## config.mk

```make
export PLATFORM = sky130hd
export DESIGN_NAME = charger_status_fault_regs
export DESIGN_NICKNAME = d
export VERILOG_FILES = /design/src/hw/sync_two_stage.v /design/src/hw/charger_status_fault_regs.v
export VERILOG_INCLUDE_DIRS = /design/src /design/src/hw
export SDC_FILE = /design/constraint.sdc
export NUM_CORES = 1
export LEC_CHECK = 0
export BUFFER_PORTS_ARGS = -buffer_cell sky130_fd_sc_hd__buf_4
export CORE_ASPECT_RATIO = 1.75
export CORE_UTILIZATION = 50
export CTS_CLUSTER_DIAMETER = 120
export DETAILED_ROUTE_END_ITERATION = 10
export PLACE_DENSITY_LB_ADDON = 0.05
export SLEW_MARGIN = 15
export SYNTH_ARGS = -nofsm -noshare
export SYNTH_HDL_FRONTEND = slang
export SYNTH_SLANG_ARGS = --single-unit
```

## constraint.sdc

```tcl
create_clock -name clk_in -period 1.5 [get_ports clk_in]
set_input_delay 0.3 -clock clk_in [delete_from_list [all_inputs] [get_ports clk_in]]
set_output_delay 0.3 -clock clk_in [all_outputs]
set_load 0.03 [all_outputs]
```

## src/hw/charger_regs_map.vh

```
// register offsets, field positions and reset values of the charger status and fault bank
`ifndef CHARGER_REGS_MAP_VH
`define CHARGER_REGS_MAP_VH

`define ADDR_CHARGER_STATUS_TWO 8'h0C
`define ADDR_FAULT_FLAGS 8'h0D
`define ADDR_BATTERY_SHORT_CONFIG 8'h10

`define ZONE_HI 7
`define ZONE_LO 5
`define RECHARGE_BIT 3
`define LEVEL_HI 2
`define LEVEL_LO 0

`define FAULT_SHORT_BIT 3
`define FAULT_TLOW_BIT 1
`define FAULT_THIGH_BIT 0
`define FAULT_USED_MASK 8'h0B

`define TIMEOUT_HI 7
`define TIMEOUT_LO 5
`define VSHORT_HI 2
`define VSHORT_LO 0
`define CONFIG_USED_MASK 8'hE7

`define CHARGE_COMPLETE 3'h4
`define TIMEOUT_RESET 3'h4
`define VSHORT_RESET 3'h4
`define FAULT_RESET 8'h00
`define BYTE_ZERO 8'h00
`define CODE_ZERO 3'h0

`define CODE_WIDTH 3
`define FLAG_WIDTH 1
`define FIELD_UPPER_HI 7
`define FIELD_UPPER_LO 5
`define FIELD_LOWER_HI 2
`define FIELD_LOWER_LO 0

`endif

```

## src/hw/sync_two_stage.v

```verilog
// two flip-flop synchroniser for a group of asynchronous condition inputs
`timescale 1ns/1ns
`default_nettype none

module sync_two_stage #(
	parameter WIDTH = 14
) (
	input wire clk_in,
	input wire rst_b_in,
	input wire [WIDTH-1:0] async_in,
	output wire [WIDTH-1:0] sync_out
);
	reg [WIDTH-1:0] meta_q;
	reg [WIDTH-1:0] sync_q;

	// the first stage feeds only the second stage
	always @(posedge clk_in) begin
		if (!rst_b_in) begin
			meta_q <= {WIDTH{1'b0}};
			sync_q <= {WIDTH{1'b0}};
		end else begin
			meta_q <= async_in;
			sync_q <= meta_q;
		end
	end

	assign sync_out = sync_q;
endmodule

`default_nettype wire

```

## src/hw/charger_status_fault_regs.v

```verilog
// status, fault and battery-short configuration register bank of the charger
`timescale 1ns/1ns
`default_nettype none
`include "charger_regs_map.vh"

module charger_status_fault_regs (
	input wire clk_in,
	input wire rst_b_in,
	input wire [7:0] reg_addr_in,
	input wire reg_wr_in,
	input wire reg_rd_in,
	input wire [7:0] reg_wdata_in,
	output reg [7:0] reg_rdata_out,
	output reg reg_rvalid_out,
	input wire [2:0] thermistor_zone_code_in,
	input wire [2:0] battery_level_in,
	input wire [2:0] charge_state_in,
	input wire auto_recharge_disable_in,
	input wire below_recharge_threshold_in,
	input wire battery_short_detect_in,
	input wire thermal_fault_low_in,
	input wire thermal_fault_high_in,
	output reg [2:0] short_timeout_sel_out,
	output reg [2:0] short_voltage_sel_out
);
	wire [7:0] clear_mask;
	wire [2:0] zone_s;
	wire [2:0] level_s;
	wire [2:0] state_s;
	wire rch_dis_s;
	wire below_s;
	wire short_s;
	wire tlow_s;
	wire thigh_s;
	reg [7:0] fault_q;
	reg [7:0] fault_d;
	reg [7:0] config_d;
	reg [7:0] status_two;
	reg [7:0] rdata_d;
	wire fault_wr;
	wire config_wr;

	// one register address compared against the bus address
	function addr_hit;
		input [7:0] addr;
		input [7:0] target;
		begin
			addr_hit = (addr == target);
		end
	endfunction

	// a detection in the same cycle as its write-one clear wins, so no event is lost
	function sticky_next;
		input flag;
		input set;
		input clear;
		begin
			sticky_next = set | (flag & ~clear);
		end
	endfunction

	// status and configuration bytes share the same two 3-bit field positions
	function [7:0] place_fields;
		input [2:0] upper;
		input [2:0] lower;
		begin
			place_fields = `BYTE_ZERO;
			place_fields[`FIELD_UPPER_HI:`FIELD_UPPER_LO] = upper;
			place_fields[`FIELD_LOWER_HI:`FIELD_LOWER_LO] = lower;
		end
	endfunction

	// outside its active window the flag reads zero
	function recharge_flag;
		input disabled;
		input [2:0] state;
		input below;
		begin
			recharge_flag = disabled && (state == `CHARGE_COMPLETE) && below;
		end
	endfunction

	// analog conditions pass two flops; a code caught mid-change may show one stray value for a cycle
	sync_two_stage #(
		.WIDTH(`CODE_WIDTH)
	) zone_sync (
		.clk_in(clk_in),
		.rst_b_in(rst_b_in),
		.async_in(thermistor_zone_code_in),
		.sync_out(zone_s)
	);

	sync_two_stage #(
		.WIDTH(`CODE_WIDTH)
	) level_sync (
		.clk_in(clk_in),
		.rst_b_in(rst_b_in),
		.async_in(battery_level_in),
		.sync_out(level_s)
	);

	sync_two_stage #(
		.WIDTH(`CODE_WIDTH)
	) state_sync (
		.clk_in(clk_in),
		.rst_b_in(rst_b_in),
		.async_in(charge_state_in),
		.sync_out(state_s)
	);

	sync_two_stage #(
		.WIDTH(`FLAG_WIDTH)
	) recharge_off_sync (
		.clk_in(clk_in),
		.rst_b_in(rst_b_in),
		.async_in(auto_recharge_disable_in),
		.sync_out(rch_dis_s)
	);

	sync_two_stage #(
		.WIDTH(`FLAG_WIDTH)
	) below_sync (
		.clk_in(clk_in),
		.rst_b_in(rst_b_in),
		.async_in(below_recharge_threshold_in),
		.sync_out(below_s)
	);

	sync_two_stage #(
		.WIDTH(`FLAG_WIDTH)
	) short_sync (
		.clk_in(clk_in),
		.rst_b_in(rst_b_in),
		.async_in(battery_short_detect_in),
		.sync_out(short_s)
	);

	sync_two_stage #(
		.WIDTH(`FLAG_WIDTH)
	) thermal_low_sync (
		.clk_in(clk_in),
		.rst_b_in(rst_b_in),
		.async_in(thermal_fault_low_in),
		.sync_out(tlow_s)
	);

	sync_two_stage #(
		.WIDTH(`FLAG_WIDTH)
	) thermal_high_sync (
		.clk_in(clk_in),
		.rst_b_in(rst_b_in),
		.async_in(thermal_fault_high_in),
		.sync_out(thigh_s)
	);

	assign fault_wr = reg_wr_in && addr_hit(reg_addr_in, `ADDR_FAULT_FLAGS);
	assign config_wr = reg_wr_in && addr_hit(reg_addr_in, `ADDR_BATTERY_SHORT_CONFIG);
	assign clear_mask = fault_wr ? (reg_wdata_in & `FAULT_USED_MASK) : `BYTE_ZERO;

	// unused fault bits start from zero and nothing ever sets them
	always @* begin
		fault_d = `FAULT_RESET;
		fault_d[`FAULT_SHORT_BIT] = sticky_next(fault_q[`FAULT_SHORT_BIT], short_s, clear_mask[`FAULT_SHORT_BIT]);
		fault_d[`FAULT_TLOW_BIT] = sticky_next(fault_q[`FAULT_TLOW_BIT], tlow_s, clear_mask[`FAULT_TLOW_BIT]);
		fault_d[`FAULT_THIGH_BIT] = sticky_next(fault_q[`FAULT_THIGH_BIT], thigh_s, clear_mask[`FAULT_THIGH_BIT]);
	end

	always @* begin
		config_d = place_fields(short_timeout_sel_out, short_voltage_sel_out);
	end

	always @* begin
		status_two = place_fields(zone_s, level_s);
		status_two[`RECHARGE_BIT] = recharge_flag(rch_dis_s, state_s, below_s);
	end

	always @* begin
		case (reg_addr_in)
			`ADDR_CHARGER_STATUS_TWO: begin
				rdata_d = status_two;
			end
			`ADDR_FAULT_FLAGS: begin
				rdata_d = fault_q & `FAULT_USED_MASK;
			end
			`ADDR_BATTERY_SHORT_CONFIG: begin
				rdata_d = config_d & `CONFIG_USED_MASK;
			end
			default: begin
				rdata_d = `BYTE_ZERO;
			end
		endcase
	end

	// power-on reset stands in for a supply cycle on the input pins
	always @(posedge clk_in) begin
		if (!rst_b_in) begin
			fault_q <= `FAULT_RESET;
			short_timeout_sel_out <= `TIMEOUT_RESET;
			short_voltage_sel_out <= `VSHORT_RESET;
			reg_rdata_out <= `BYTE_ZERO;
			reg_rvalid_out <= 1'b0;
		end else begin
			fault_q <= fault_d;
			if (config_wr) begin
				short_timeout_sel_out <= reg_wdata_in[`TIMEOUT_HI:`TIMEOUT_LO];
				short_voltage_sel_out <= reg_wdata_in[`VSHORT_HI:`VSHORT_LO];
			end
			reg_rvalid_out <= reg_rd_in;
			if (reg_rd_in) begin
				reg_rdata_out <= rdata_d;
			end
		end
	end
endmodule

`default_nettype wire

```

; ---- After elaboration in Yosys (flattened, before gate mapping)
; Cells that the tools add are included.
[word_totals]
regBits = 46
input_bits = 34
out_inout_bits = 15
word_cells = 40
[classes]
n_eq_ne = 4
mux = 2
n_bitwise = 9
n_reduce_logical = 4
[ops]
columns = operator, count
row1 = $pmux W8 S3, 1
row2 = $eq A8 B4 Y1 const B, 2
row3 = $eq A8 B5 Y1 const B, 1
row4 = $logic_and A1 B1 Y1, 4
row5 = $mux W4, 1
row6 = $and A1 B1 Y1, 3
row7 = $eq A3 B3 Y1 const B, 1
row8 = $not A1 Y1, 3
row9 = $or A1 B1 Y1, 3

; ---- Longest topological paths before layout
[logic_depth]
depth_word = 6
mapped_depth = 5
mapped_depth_nobuf = 3

; ---- By module
; Synthesis repeated with hierarchy kept, for this count alone.
[hier_totals]
hier_cells = 140
area_unflattened_um2 = 1545.2
[modules_own_cells]
columns = module, n_inst, cells_per_inst, area_per_inst_um2, seq_area_each_um2
row1 = charger_status_fault_regs, 1, 84, 809.5, 340.3
row2 = sync_two_stage at level_sync ..., 3, 12, 157.7, 120.1
row3 = sync_two_stage at below_sync ..., 5, 4, 52.6, 40.0

; ---- Worst setup path after synthesis
; Ideal clock, no wire load.
[synth_timing]
path_kind = in2reg
startpoint = input port reg_addr_in[5]
endpoint = register fault_q[0]
setup_ps = 122
arrival_time_ps = 1277
required_ps = 1378
path_slack_ps = 101
stages = 4
path_buffers = 1
cell_sequence = or4_4 > buf_6 > o31ai_1 > a21oi_1
[synth_via]
elab_chain_len = 6
[synth_rtl]
columns = item, line_no
row1 = from (decl), charger_status_fault_regs.v:9  ; input wire [7:0] reg_addr_in,
row2 = $eq A8 B4 Y1, charger_status_fault_regs.v:48  ; addr_hit = (addr == target);
row3 = $logic_and A1 B1 Y1, charger_status_fault_regs.v:156  ; assign fault_wr = reg_wr_in && addr_hit(reg_addr_in, `ADDR_FAULT_FLAGS);
row4 = $mux W4 (no source line), --
row5 = $not A1 Y1, charger_status_fault_regs.v:58  ; sticky_next = set | (flag & ~clear);
row6 = $and A1 B1 Y1, charger_status_fault_regs.v:58
row7 = $or A1 B1 Y1, charger_status_fault_regs.v:58
row8 = to (signal assigned), charger_status_fault_regs.v:197  ; fault_q <= `FAULT_RESET;
row9 = to (signal assigned), charger_status_fault_regs.v:203  ; fault_q <= fault_d;
row10 = to (decl), charger_status_fault_regs.v:35  ; reg [7:0] fault_q;
; Every way passes these cells.
; A chain may end at the register's enable or synchronous reset.

; ---- Worst setup path in the final report
; Ends and elaborated chain as after synthesis.

==> flow_summary.json <==
{
  "setup_tns_ns": 0,
  "insertion_delay_ns": 0.29,
  "fin_total_pwr_mw": 2.14,
  "total_leakage_power_nw": 0.897,
  "numCtsBuffers": 5,
  "synth_nets": 192,
  "finalHoldViolations": 0,
  "wl_per_cell_um": 14.0,
  "ff_latch_area_um2": 901,
  "dp_cells": 242,
  "root_buffer": "clkbuf_8",
  "vias_per_cell": 5.36,
  "ir_drop_v": 0.000921,
  "post_cts_resized": 0,
  "grt_pass1_vias": 1223,
  "finalWorstSetupSlack_ns": 0.112,
  "drv_slew": 0,
  "avgSynthCellArea_um2": 10.4,
  "max_freq_mhz": 720,
  "min_path_type": "primary input to flop",
  "powerDensity_nw_per_um2": 1000,
  "synth-main-ff-cell": "dfxtp_1",
  "placementRows": 27,
  "final_cell_mix": "buf_4, dfxtp_1, and2_1",
  "antenna_cells": 0,
  "drc": 0,
  "coreArea_um2": 3140,
  "clockBufferDepth": 2,
  "cts_tree": "yes",
  "antenna_found_initial": 0,
  "overflow": 0,
  "ys_warn_count": 0,
  "rsz0062_at_grt": "false",
  "hpwl_mm": 2.53,
  "drive_above_1_share": 0.295,
  "layout_commonest_cell": "buf_4",
  "first_pass_iters": 4,
  "end_kind": "flop",
  "critical_path_class": "primary input to flop",
  "worstReg2RegStart": "short_voltage_sel_out[1]",
  "min-delay-start": "battery_level_in[0]",
  "worstPathRequired_ns": 1.68,
  "syn_inst": 158,
  "nets": 240,
  "setup_viol": 0,
  "die_h_um": 77.8,
  "design.portCount": 49,
  "vias": 1339,
  "grt_first_pass_wirelength_mm": 5.42,
  "cts_setup_buffers": 0,
  "dp_slack_ns": -0.148,
  "ant_nets": 0,
  "io_buffers": 46,
  "drt_wl_total_mm": 3.49,
  "startpoint_type": "primary input",
  "crit_arrival_ns": 1.56,
  "die-area_um2": 3530,
  "track_usage": 0.209,
  "gp_congestion": 0.829,
  "async_flop_share": 0,
  "post-route-min-period_ns": 1.39,
  "htree_levels": 2,
  "synth_edf_count": 0,
  "dr.first_iter.drc_count": 23,
  "initial_core_util": 0.523,
  "clk_pin_slew_ns": 0.08,
  "ys_seq_area_frac": 0.549,
  "status": "complete, no violations",
  "critPathLaunch": "reg_addr_in[5]",
  "synth_seq_cells": 45,
  "cts_sinks": 45,
  "hold_buffers": 0,
  "post_synth_instance_area_um2": 1640,
  "fillerInstances": 276,
  "period_share": 0.926,
  "layout.cells.non_filler": 250,
  "multi_input_area_um2": 658,
  "grt_max_degree": 37,
  "ys_types": 33,
  "cp_max_fo": 7,
  "skew_ns": 0.00796,
  "die_x_um": 45.3,
  "syn_to_final_growth_pct": 29.7,
  "maxCapViolations": 0
}
## stage by stage
| stage | cell area (µm²) | utilization | hold WS, ns |
|---|---|---|---|
| global route | 2130 | 0.678 | 0.210 |
| detailed placement | 2050 | 0.651 | 0.420 |
| floorplan | 1640 | - | 0.411 |
| global placement | 2050 | 0.651 | 0.415 |
| finish | 2130 | 0.678 | 0.219 |
| CTS | 2130 | 0.678 | 0.212 |
## registers in the layout, summed over array words and instances (netlist names), 3 cells and up
register,count
level_sync.meta_q,3
fault_q,3
short_voltage_sel_out,3
zone_sync.meta_q,3
reg_rdata_out,7
state_sync.meta_q,3
short_timeout_sel_out,3
state_sync.sync_out,3
zone_sync.sync_out,3
level_sync.sync_out,3
## final cells by class
type / count / area share
clock inverter: 1 / 0.00353
inverter: 6 / 0.0106
clock buffer: 7 / 0.0358
timing repair buffer: 53 / 0.193
multi-input combinational: 95 / 0.309
sequential: 45 / 0.423
tap: 43 / 0.0253
## power by group
| part | leakage [nW] | switching (mW) | internal (mW) |
|---|---|---|---|
| registers | 0.369 | 0.0113 | 1.23 |
| logic | 0.489 | 0.0840 | 0.0968 |
| clock network | 0.0385 | 0.381 | 0.330 |
| total | 0.897 | 0.476 | 1.66 |
## critical path, stage by stage
cell	delay [ns]
buf_4	0.11
or4_4	0.58
buf_12	0.16
o31ai_1	0.30
a21oi_1	0.11
## logic make-up after synthesis
| kind of cell | after synthesis | synth area share |
|---|---|---|
| AOI/OAI and AO/OA | 35 | 0.155 |
| buffers and inverters | 18 | 0.0503 |
| DFF | 45 | 0.549 |
| other | 1 | 0.00228 |
| and+or+nand+nor | 59 | 0.244 |
## final timing paths
| path | endpoint | slack (ns) | cells past startpoint |
|---|---|---|---|
| worst max-delay path | fault_q[0] | 0.11 | 5 |
| worst min-delay path | level_sync.meta_q[0] | 0.22 | 2 |
| worst max register to register | reg_rdata_out[1] | 0.53 | 3 |
| worst min register to register | fault_q[1] | 0.43 | 2 |
## synth_stat cells (2+ instances only)
master / n / share of area
a21oi_1: 7 / 0.021
o31ai_1: 8 / 0.037
a22oi_1: 2 / 0.0091
o211ai_1: 2 / 0.0091
nand4_1: 4 / 0.015
a31oi_1: 2 / 0.0076
nand4b_1: 2 / 0.011
nor4bb_1: 2 / 0.012
buf_2: 3 / 0.0091
and3b_1: 3 / 0.016
nand2_1: 7 / 0.016
nor4_1: 3 / 0.011
dfxtp_1: 45 / 0.55
and4b_1: 2 / 0.012
a22o_1: 8 / 0.043
a41oi_1: 2 / 0.011
o21ai_1: 2 / 0.0061
inv_1: 6 / 0.014
and2_1: 28 / 0.11
clkbuf_1: 7 / 0.016
## metal layers
layer  wire (µm)  GRT usage  vias up  part of all wire
li1            -          -      658                 -
met1        1340      0.222      629              0.38
met2        1950      0.378       48              0.56
met3         172     0.0465        4             0.049
met4          28     0.0758        0            0.0080
met5           0          0        -                 0
(Power assumes the default switching activity.)
